[config.mk]
export PLATFORM = sky130hd
export DESIGN_NAME = msr_readback
export DESIGN_NICKNAME = d
export VERILOG_FILES = /design/src/rtl/msr_pkg.sv /design/src/rtl/msr_readback.sv
export SDC_FILE = /design/constraint.sdc
export NUM_CORES = 2
export LEC_CHECK = 0
export ABC_AREA = 1
export BUFFER_PORTS_ARGS = -buffer_cell sky130_fd_sc_hd__clkbuf_2
export CAP_MARGIN = 10
export CORE_MARGIN = 1.5
export CORE_UTILIZATION = 35
export CTS_CLUSTER_SIZE = 24
export DETAILED_ROUTE_END_ITERATION = 10
export GPL_TIMING_DRIVEN = 0
export MAX_ROUTING_LAYER = met4
export PLACE_DENSITY = 0.6
export SLEW_MARGIN = 40
export SYNTH_ARGS = -nofsm -noshare
export SYNTH_HDL_FRONTEND = slang
export SYNTH_SLANG_ARGS = --single-unit
[constraint.sdc]
create_clock -name REF_CLK_IN -period 19.25 [get_ports REF_CLK_IN]
set_input_delay 0.9625 -clock REF_CLK_IN [delete_from_list [all_inputs] [get_ports REF_CLK_IN]]
set_output_delay 0.9625 -clock REF_CLK_IN [all_outputs]
set_load 0.02 [all_outputs]
[src/rtl/msr_pkg.sv]
// msr_pkg: constants, field layouts and carriers for the motion status readback block
// assumes an apb slave with 32-bit data and word-aligned registers
package msr_pkg;
   localparam int NUM_AXES = 4;
   localparam int NUM_CIRC_AXES = 3;
   localparam int AXIS_BITS = 2;
   localparam int EVT_BITS = 20;
   // per-axis register window: axis index in address bits [7:6]
   localparam int AXIS_LSB = 6;
   localparam logic [5:0] OFS_EVENT_CAUSE = 6'h00;
   localparam logic [5:0] OFS_REMAIN_PULSE = 6'h04;
   localparam logic [5:0] OFS_SPEED_MON = 6'h08;
   localparam logic [5:0] OFS_RAMP_DOWN = 6'h0c;
   localparam logic [5:0] OFS_CIRC_PRESET = 6'h10;
   localparam logic [5:0] OFS_CIRC_COUNTER = 6'h14;
   localparam logic [5:0] OFS_ERROR_CAUSE = 6'h18;
   localparam logic [5:0] OFS_ENV_FIVE = 6'h1c;
   localparam int HOLD_MODE_BIT = 24;
   localparam int SPD_IDX_LSB = 16;
   localparam int SPD_IDLE_LSB = 20;
   localparam logic [31:0] ZERO_WORD = 32'h0000_0000;
   localparam logic [31:0] CIRC_RESET = 32'h0000_0000;
   localparam logic [31:0] PULSE_MAX = 32'h7fff_ffff;

   // event bit positions
   localparam int EV_AUTO_STOP = 0;
   localparam int EV_CMP_ONE = 8;
   localparam int EV_COUNT_CLEARED = 13;
   localparam int EV_SLOWDOWN_ON = 16;
   localparam int EV_JOG_PLUS = 17;
   localparam int EV_JOG_MINUS = 18;
   localparam int EV_SYNC_START = 19;

   typedef logic [EVT_BITS-1:0] msr_evt_t;

   // per-axis inputs from the pulse generator core
   typedef struct packed {
      logic [7:0] motion_events;   // bits 0..7 of the cause map
      logic [4:0] comparator_hits; // comparators 1..5
      logic count_cleared;
      logic count_latched;
      logic origin_latched;
      logic slowdown_input;
      logic jog_plus_input;
      logic jog_minus_input;
      logic sync_start_input;
      logic op_start;
      logic [31:0] target_move_working;
      logic pulse_out;
      logic running;
      logic [15:0] present_speed_step;
      logic [3:0] index_pulse_tally;
      logic [2:0] idle_pulse_tally;
      logic [23:0] ramp_down_point;
   } msr_axis_s;

   // shared circular interpolation stimulus
   typedef struct packed {
      logic circ_start;
      logic circ_step;
   } msr_circ_s;

   typedef struct packed {
      logic [31:0] prdata;
      logic pready;
      logic pslverr;
   } msr_apb_rsp_s;
endpackage

[src/rtl/msr_readback.sv]
// msr_readback: per-axis event causes, pulse counter, monitors and shared circular step counter
// assumes apb master on REF_CLK_IN and event strobes synchronous to the same clock
//
// Operation
// - an event sets its own cause bit, other cause bits kept.
// - hold mode set: read does not clear; error-cause write clears causes.
// - bits 0..7: stop, next start, prereg free, cmp5 prereg, accel/decel edges.
// - bits 8..12 flag comparators one to five.
// - bit 13 count clear, 14 latch input, 15 origin latch.
// - bit 16 slowdown on, 17/18 jog changes, 19 sync start on.
// - start loads pulse counter with abs target; each pulse decrements, stopping at zero.
// - pulse counter read-only, returns 0 to 2,147,483,647.
// - speed monitor bits 0..15 give present speed, zero when stopped.
// - speed monitor bits 16..19 give index pulse tally.
// - bits 20..22 give idle tally; upper bits zero.
// - ramp-down readback 24 bits, upper eight zero.
// - circular preset registers only on X, Y, Z.
// - host writes step count; ramp-down used only when nonzero.
// - circular start loads counter from X preset; each step decrements.
// - circular counter saturates at zero.
// - counter holds final value until next circular start.
// - one circular counter shared, same value from every axis.
// - circular counter is 32 bits wide.
//
// Local design decisions: the register addresses and the APB interface to the registers.
`timescale 1ns/1ps
module msr_readback
   import msr_pkg::*;
#(
   parameter int N_AXES = NUM_AXES
) (
   input wire logic REF_CLK_IN,
   input wire logic SYS_RST_IN,
   input wire logic PSEL_IN,
   input wire logic PENABLE_IN,
   input wire logic PWRITE_IN,
   input wire logic [7:0] PADDR_IN,
   input wire logic [31:0] PWDATA_IN,
   input wire msr_pkg::msr_axis_s [N_AXES-1:0] AXIS_IN,
   input wire msr_pkg::msr_circ_s CIRC_IN,
   output msr_pkg::msr_apb_rsp_s APB_RSP_OUT,
   output logic [N_AXES-1:0] EVENT_IRQ_OUT,
   output logic [N_AXES-1:0] RAMP_DOWN_ENABLE_OUT
);
   import msr_pkg::*;

   typedef struct packed {
      msr_evt_t [N_AXES-1:0] cause;
      logic [N_AXES-1:0][31:0] env_five;
      logic [N_AXES-1:0][31:0] remain;
      logic [N_AXES-1:0] jog_plus_d;
      logic [N_AXES-1:0] jog_minus_d;
      logic [N_AXES-1:0] slowdown_d;
      logic [N_AXES-1:0] sync_start_d;
      logic [NUM_CIRC_AXES-1:0][31:0] circ_preset;
      logic [31:0] circ_counter;
      msr_apb_rsp_s rsp;
      logic [N_AXES-1:0] irq;
      logic [N_AXES-1:0] ramp_en;
   } msr_state_s;

   msr_state_s state_r;
   msr_state_s state_nxt;

   logic apb_setup;
   logic [AXIS_BITS-1:0] sel_axis;
   logic [5:0] sel_ofs;
   msr_evt_t [N_AXES-1:0] raw_evt;

   assign apb_setup = PSEL_IN && !PENABLE_IN;
   assign sel_axis = PADDR_IN[AXIS_LSB +: AXIS_BITS];
   assign sel_ofs = PADDR_IN[AXIS_LSB-1:0];

   // per-axis event vector in cause-bit order
   genvar g;
   generate
      for (g = 0; g < N_AXES; g++) begin : g_evt
         always_comb begin
            raw_evt[g] = '0;
            raw_evt[g][EV_AUTO_STOP +: 8] = AXIS_IN[g].motion_events;
            raw_evt[g][EV_CMP_ONE +: 5] = AXIS_IN[g].comparator_hits;
            raw_evt[g][EV_COUNT_CLEARED] = AXIS_IN[g].count_cleared;
            raw_evt[g][EV_COUNT_CLEARED+1] = AXIS_IN[g].count_latched;
            raw_evt[g][EV_COUNT_CLEARED+2] = AXIS_IN[g].origin_latched;
            raw_evt[g][EV_SLOWDOWN_ON] = AXIS_IN[g].slowdown_input && !state_r.slowdown_d[g];
            raw_evt[g][EV_JOG_PLUS] = AXIS_IN[g].jog_plus_input ^ state_r.jog_plus_d[g];
            raw_evt[g][EV_JOG_MINUS] = AXIS_IN[g].jog_minus_input ^ state_r.jog_minus_d[g];
            raw_evt[g][EV_SYNC_START] = AXIS_IN[g].sync_start_input && !state_r.sync_start_d[g];
         end
      end
   endgenerate

   function automatic logic [31:0] abs_clip(input logic [31:0] v);
      logic [31:0] m;
      m = v[31] ? 32'(-v) : v;
      abs_clip = (m > PULSE_MAX) ? PULSE_MAX : m;
   endfunction

   always_comb begin
      logic rd;
      logic wr;
      logic [31:0] rdata;
      logic err;
      msr_evt_t clr;
      state_nxt = state_r;
      rd = apb_setup && !PWRITE_IN;
      wr = apb_setup && PWRITE_IN;
      rdata = ZERO_WORD;
      err = 1'b0;
      state_nxt.rsp.pready = apb_setup;
      for (int a = 0; a < N_AXES; a++) begin
         state_nxt.jog_plus_d[a] = AXIS_IN[a].jog_plus_input;
         state_nxt.jog_minus_d[a] = AXIS_IN[a].jog_minus_input;
         state_nxt.slowdown_d[a] = AXIS_IN[a].slowdown_input;
         state_nxt.sync_start_d[a] = AXIS_IN[a].sync_start_input;
         // remaining pulse counter
         if (AXIS_IN[a].op_start) begin
            state_nxt.remain[a] = abs_clip(AXIS_IN[a].target_move_working);
         end else if (AXIS_IN[a].pulse_out && state_r.remain[a] != ZERO_WORD) begin
            state_nxt.remain[a] = state_r.remain[a] - 32'h0000_0001;
         end
         // cause clearing: read in normal mode, error-cause write in hold mode
         clr = '0;
         if (sel_axis == AXIS_BITS'(a)) begin
            if (rd && sel_ofs == OFS_EVENT_CAUSE && !state_r.env_five[a][HOLD_MODE_BIT]) begin
               clr = '1;
            end
            if (wr && sel_ofs == OFS_ERROR_CAUSE && state_r.env_five[a][HOLD_MODE_BIT]) begin
               clr = '1;
            end
            if (wr && sel_ofs == OFS_ENV_FIVE) begin
               state_nxt.env_five[a] = PWDATA_IN;
            end
         end
         // set wins over clear in the same cycle
         state_nxt.cause[a] = (state_r.cause[a] & ~clr) | raw_evt[a];
         state_nxt.irq[a] = |state_nxt.cause[a];
      end
      // preset writes, X Y Z only
      for (int c = 0; c < NUM_CIRC_AXES; c++) begin
         if (wr && sel_ofs == OFS_CIRC_PRESET && sel_axis == AXIS_BITS'(c)) begin
            state_nxt.circ_preset[c] = PWDATA_IN;
         end
         state_nxt.ramp_en[c] = state_nxt.circ_preset[c] != ZERO_WORD;
      end
      for (int u = NUM_CIRC_AXES; u < N_AXES; u++) begin
         state_nxt.ramp_en[u] = 1'b0;
      end
      // shared circular step counter
      if (CIRC_IN.circ_start) begin
         state_nxt.circ_counter = state_r.circ_preset[0];
      end else if (CIRC_IN.circ_step && state_r.circ_counter != ZERO_WORD) begin
         state_nxt.circ_counter = state_r.circ_counter - 32'h0000_0001;
      end
      // otherwise held until the next start
      // compare as int: N_AXES does not fit the 2-bit axis field when all four axes exist
      if (int'(sel_axis) < N_AXES) begin
         case (sel_ofs)
            OFS_EVENT_CAUSE: rdata = 32'(state_r.cause[sel_axis]);
            OFS_REMAIN_PULSE: rdata = state_r.remain[sel_axis];
            OFS_SPEED_MON: begin
               rdata = ZERO_WORD;
               if (AXIS_IN[sel_axis].running) begin
                  rdata[15:0] = AXIS_IN[sel_axis].present_speed_step;
               end
               rdata[SPD_IDX_LSB +: 4] = AXIS_IN[sel_axis].index_pulse_tally;
               rdata[SPD_IDLE_LSB +: 3] = AXIS_IN[sel_axis].idle_pulse_tally;
            end
            OFS_RAMP_DOWN: rdata = {8'h00, AXIS_IN[sel_axis].ramp_down_point};
            OFS_CIRC_PRESET: begin
               if (sel_axis < AXIS_BITS'(NUM_CIRC_AXES)) begin
                  rdata = state_r.circ_preset[sel_axis];
               end else begin
                  err = 1'b1;
               end
            end
            OFS_CIRC_COUNTER: rdata = state_r.circ_counter;
            OFS_ERROR_CAUSE: rdata = ZERO_WORD;
            OFS_ENV_FIVE: rdata = state_r.env_five[sel_axis];
            default: err = 1'b1;
         endcase
      end else begin
         err = 1'b1;
      end
      if (apb_setup) begin
         state_nxt.rsp.prdata = PWRITE_IN ? ZERO_WORD : rdata;
         state_nxt.rsp.pslverr = err;
      end else begin
         state_nxt.rsp.pslverr = 1'b0;
      end
   end

   always_ff @(posedge REF_CLK_IN or posedge SYS_RST_IN) begin
      if (SYS_RST_IN) begin
         state_r <= '0;
      end else begin
         state_r <= state_nxt;
      end
   end

   assign APB_RSP_OUT = state_r.rsp;
   assign EVENT_IRQ_OUT = state_r.irq;
   assign RAMP_DOWN_ENABLE_OUT = state_r.ramp_en;
endmodule // msr_readback

Word-level counts from Yosys, hierarchy flattened
Index checks and enable logic that the tools add are counted.
{"block": "word_totals", "elab_cells": 189, "register_bits": 521, "input_bits": 455}
{"block": "classes", "n_reduce_logical": 69, "addsub": 9, "order_cmp": 6, "bitwise_logic": 20, "muxes": 50, "n_eq_ne": 10}
{"operator": "2-to-1 mux 32 bit", "n": 26}
{"operator": "2-to-1 mux 20 bit", "n": 13}
{"operator": "nonzero test 32 bit", "n": 8}
{"operator": "case mux 32 bit (7 select lines)", "n": 1}
{"operator": "binary-select mux 102 bit (select 2 bit)", "n": 1}
{"operator": "binary-select mux 32 bit (select 2 bit)", "n": 3}
{"operator": "subtractor 32 x 1 -> 32 bit (second input constant)", "n": 5}
{"operator": "greater-than comparator 32 x 31 -> 1 bit (second input constant)", "n": 4}
{"operator": "negation 32 bit", "n": 4}
{"operator": "bitwise AND 20 bit", "n": 4}
{"operator": "NOT 20 bit", "n": 4}
{"operator": "OR 20 bit", "n": 4}
{"operator": "OR reduction 20 bit", "n": 4}
{"operator": "2-to-1 mux 48 bit", "n": 1}
{"operator": "binary-select mux 20 bit (select 2 bit)", "n": 1}
{"operator": "logical AND 1 bit", "n": 31}
{"operator": "equality test 6 x 5 -> 1 bit (second input constant)", "n": 4}
{"operator": "2-to-1 mux 16 bit", "n": 1}
{"operator": "zero test 1 bit", "n": 14}
{"operator": "equality test 6 x 4 -> 1 bit (second input constant)", "n": 2}
{"operator": "nonzero test 2 bit", "n": 5}
{"operator": "AND reduction 2 bit", "n": 4}
{"operator": "bitwise XOR 1 bit", "n": 8}
{"operator": "OR reduction 7 bit", "n": 1}
{"operator": "9 further kinds", "n": 11}

Logic depth before layout (Yosys ltp)
{"block": "depth", "word_depth": 12, "mapped_depth": 13, "depth_no_buf": 13}

Least setup slack after synthesis
OpenSTA, ideal clock, no wires.
{"block": "synth_path", "path_type": "input to register", "startpoint": "input AXIS_IN[152] in the netlist's numbering", "endpoint": "register state_r[240] in the netlist's numbering", "stages": 11, "arrival_time_ns": 2.312, "path_slack_ns": 16.806, "required_ns": 19.117, "cell_sequence": "inv_1 -> ha_1 -> nand2_1 -> nor2_1 -> nand3_1 -> o21ai_0 -> nand2_1 -> nand2_1 -> nand3_1 -> nand3_1 -> o21ai_0"}
{"block": "synth_between", "elab_chain_cells": 5}
{"element": "from (decl)", "line_no": "msr_readback.sv:39", "text": "input wire msr_pkg::msr_axis_s [N_AXES-1:0] AXIS_IN,"}
{"element": "negation 32 bit", "line_no": "msr_readback.sv:95", "text": "m = v[31] ? 32'(-v) : v;"}
{"element": "2-to-1 mux 32 bit (*)", "line_no": "msr_readback.sv:95"}
{"element": "greater-than comparator 32 x 31 -> 1 bit", "line_no": "msr_readback.sv:96", "text": "abs_clip = (m > PULSE_MAX) ? PULSE_MAX : m;"}
{"element": "2-to-1 mux 32 bit (*)", "line_no": "msr_readback.sv:96"}
{"element": "2-to-1 mux 32 bit (*)", "line_no": "msr_readback.sv:117", "text": "if (AXIS_IN[a].op_start) begin"}
{"element": "to (signal assigned)", "line_no": "msr_readback.sv:197", "text": "state_r <= state_nxt;"}
{"element": "to (decl)", "line_no": "msr_readback.sv:62", "text": "msr_state_s state_r;"}
Every way passes the cells marked *; elsewhere a longest branch is shown, timed or not.
A chain may end at the register's enable or synchronous reset.

Final worst setup path
{"block": "layout_path", "startpoint": "input PADDR_IN[6]", "endpoint": "register state_r, in the netlist APB_RSP_OUT[17]"}
{"block": "layout_between", "elab_chain_cells": 5, "word_cells_on_any_way": 15, "cone_classes": "order compare: 1; mux: 14"}
{"element": "from (decl)", "line_no": "msr_readback.sv:37", "text": "input wire logic [7:0] PADDR_IN,"}
{"element": "binary-select mux 32 bit (select 2 bit) or binary-select mux 102 bit (select 2 bit) (tied branches)"}
{"element": "2-to-1 mux 32 bit (implied by the code) or 2-to-1 mux 48 bit (tied branches)", "line_no": "msr_readback.sv:172, msr_readback.sv:169"}
{"element": "2-to-1 mux 32 bit or 2-to-1 mux 16 bit (tied branches)", "line_no": "msr_readback.sv:171, msr_readback.sv:163"}
{"element": "case mux 32 bit (7 select lines) (*)", "line_no": "msr_readback.sv:158", "text": "case (sel_ofs)"}
{"element": "2-to-1 mux 32 bit (*)", "line_no": "msr_readback.sv:186", "text": "state_nxt.rsp.prdata = PWRITE_IN ? ZERO_WORD : rdata;"}
Every way passes the cells marked *; elsewhere a longest branch is shown, timed or not. The select of a mux whose other input is x is not followed.

==> impl_metrics.tcl <==
set metrics [dict create \
    leakage_nw 20.1 \
    synth_xor_area_share_pct 3.39 \
    async_flop_share_pct 100 \
    clk_latency_ns 0.62 \
    final_antenna_net_count 0 \
    setup_viol 0 \
    maxCapViolCount 0 \
    synth-adder-area-share_pct 0.328 \
    first_pass_iters 7 \
    max_freq_mhz 281 \
    drc 0 \
    r2r_cells 10 \
    routed_via_density 5.52 \
    routedWlPerCell_um 24.4 \
    synthesis.nets 5630 \
    cts_max_level 3 \
    vias 39100 \
    worst_slack_ns 15.69 \
    grt_max_degree 75 \
    finalClockSkew_ns 0.0260 \
    muxShareOfSynthArea_pct 0 \
    grt_usage_pct 34.7 \
    critPathRequiredTime_ns 19.71 \
    fp-row-count 114 \
    antenna_found_initial 15 \
    grt-ovfl-total 0 \
    grt_pass1_vias 36300 \
    crit_type "in2reg" \
    maxSlewViolCount 0 \
    synth_compound_area_share_pct 14.5 \
    final_nets 6199 \
    intPower_mw 2.13 \
    io_pins 497 \
    synth_top_area_share_pct 38.0 \
    ys_seq_area_share_pct 38.0 \
    n_fill_cell 10500 \
    place_inst 6943 \
    pre_cts_ws_ns 15.29 \
    cts_tree "built" \
    stdcell_count 7081 \
    clockRootBuffer "clkbuf_16" \
    post-route-util_pct 42.4 \
    start_util_pct 35.4 \
    power_density_nw_per_um2 75.9 \
    dieArea_um2 100000 \
    synth-simple-area-share_pct 33.0 \
    ir_worst_vdd_v 0.0000568 \
    synth_ff_type "dfrtp_1" \
    r2r_setup_slack_ns 16.38 \
    holdWs_ns 0.296 \
    holdCritPathClass "in2async" \
    cts_sinks 521 \
    clkPwrFrac_pct 43.8 \
    die_h_um 316 \
    io_buffer_count 491 \
    relSlewSlack_pct 38.1 \
    synth_area_leaders "dfrtp_1 38%, nand2_1 17%, inv_1 7.1%" \
    hold_viol 0 \
    cts_resized 0 \
    clkSlewWorstSetupHoldPaths_ns 0.06 \
    drt_wl_total_mm 173 \
    comb_power_share_pct 17.0 \
    ys.warnings.count 0 \
    synth_area_um2 34300 \
    switching_power_uw 985 \
    fin_crit_sh_pct 18.5 \
    fin_crit_ns 3.56 \
    drt_first_iter_violations 5063 \
    total_power_mw 3.12 \
    crit_path_max_fanout 10 \
    grt_pass1_wl_mm 245 \
    syn-instance-count 5166 \
    worstMarginPinSlew_ns 0.929 \
    synth_top_family_by_area "simple AND/OR/NAND/NOR gates" \
    coreArea_um2 97000 \
    dp_hpwl_mm 137 \
    rsz0062_at_grt "no" \
    cts-buffers-inserted 66 \
    gp_congestion 1.04 \
    status "finished, final reports clean" \
    synth_top_cell_by_area "dfrtp_1" \
    end_kind "flop" \
    cts_buffer_depth 3 \
    switching_share_pct 31.6 \
    start_kind "input port" \
    holdBufCountCts 0 \
    cp.arrival_ns 4.02 \
    die-width_um 316 \
    ys_seq_elements 521 \
    pwr-share-seq_pct 39.1 \
    synth_edf_count 0 \
    area_growth_pct 19.7 \
    synth_area_per_cell_um2 6.65 \
    synth_cell_types 51 \
    drive_gt1_share_pct 14.0 \
    cts_setup_buffers 0 \
    r2r_start "state_r[282]" \
    timing.rr.end "state_r[291]" \
]
==> layout by cell type, fill, tap and decap left out, types with 9 or more instances in the layout <==
master and count:
a21oi_1 98, nand3_1 393, nand4_1 107, xnor2_1 23, nand2_1 1572, o21ai_1 69, inv_1 650, nor3_1 38
a22o_1 11, clkbuf_8 17, a22oi_1 88, dfrtp_1 521, buf_2 80, nand3b_1 13, buf_4 49, bufinv_16 9
o2111ai_1 12, clkbuf_16 67, inv_2 9, diode_2 17, clkbuf_2 510, xor2_1 110, clkbuf_1 95, nor2_1 557
o211ai_1 26, ha_1 9, o22ai_1 47, buf_1 9, buf_16 9, o21ai_0 449, o221ai_1 37
==> metal layers <==
layer,GRT usage (%),vias up,wire length (µm)
met2,51.7,2229,74900
met1,45.2,18700,71400
met5,-,-,0
met3,7.34,374,17500
met4,15.8,0,8900
li1,-,17800,-
==> cell usage after synthesis, drive strengths merged (9+ instances only) <==
| library cell | n |
|---|---|
| o221ai | 37 |
| a22o | 11 |
| nor3 | 38 |
| nand3b | 13 |
| o22ai | 47 |
| dfrtp | 521 |
| o2111ai | 12 |
| a22oi | 88 |
| nand3 | 402 |
| xor2 | 110 |
| a21oi | 98 |
| xnor2 | 23 |
| o21ai | 522 |
| clkbuf | 102 |
| ha | 9 |
| o211ai | 26 |
| inv | 661 |
| nor2 | 572 |
| nand4 | 107 |
| nand2 | 1581 |
| buf | 140 |
==> worst max-delay path: stages <==
cell      delay, ns
clkbuf_2       0.15
nor2_4         0.41
buf_2          0.39
buf_1          0.74
a21oi_1        0.22
nand3_1        0.23
o211ai_1       0.12
o21ai_0        0.67
nand2_1        0.12
==> worst max path at each step <==
| stage | start | to | slack, ns |
|---|---|---|---|
| after global placement | SYS_RST_IN | APB_RSP_OUT[30] | -3.16 |
| after CTS | PADDR_IN[6] | APB_RSP_OUT[33] | 15.92 |
| after floorplan | SYS_RST_IN | APB_RSP_OUT[0] | 3.73 |
| after detailed placement | PADDR_IN[6] | APB_RSP_OUT[33] | 15.29 |
| after global routing | PADDR_IN[6] | APB_RSP_OUT[17] | 15.76 |
| final | PADDR_IN[6] | APB_RSP_OUT[17] | 15.69 |
==> power by group through the flow <==
stage | Sequential [mW] | Combinational, mW | Clock (mW)
final | 1.22 | 0.531 | 1.37
after floorplan | 1.21 | 0.285 | 0
after global placement | 1.24 | 0.506 | 0
after detailed placement | 1.24 | 0.517 | 0
after CTS | 1.22 | 0.519 | 1.37
after global routing | 1.22 | 0.574 | 1.42
==> flip-flops by register name (all words and copies together), names as in the netlist <==
signal and flops:
RAMP_DOWN_ENABLE_OUT 3, EVENT_IRQ_OUT 4, state_r 480, APB_RSP_OUT 34
==> through the flow <==
step	setup TNS, ns	cell area [µm²]
floorplan	0	34300
finish	0	41100
global placement	-1596.51	38400
CTS	0	41100
global route	0	41100
detailed placement	0	38700
==> cells by family (layout without fill, tap and decap cells) <==
family | Yosys count | count (layout)
compound gates | 867 | 867
fa+ha+maj | 9 | 9
simple gates | 2730 | 2730
xor+xnor | 133 | 133
other cells | 1 | 18
buf+inv | 905 | 1527
flops | 521 | 521
==> final cells by class <==
cell class / instances / area, µm² / area share (%)
sequential: 521 / 13000 / 31.7
clock inverter: 25 / 389 / 0.947
buffer: 242 / 1230 / 3.00
antenna: 17 / 42.5 / 0.103
tap: 1276 / 1600 / 3.88
timing repair buffer: 501 / 2730 / 6.63
inverter: 663 / 2500 / 6.08
clock buffer: 96 / 1960 / 4.76
multi-input combinational: 3740 / 17600 / 42.9
(Power assumes the default switching activity.)
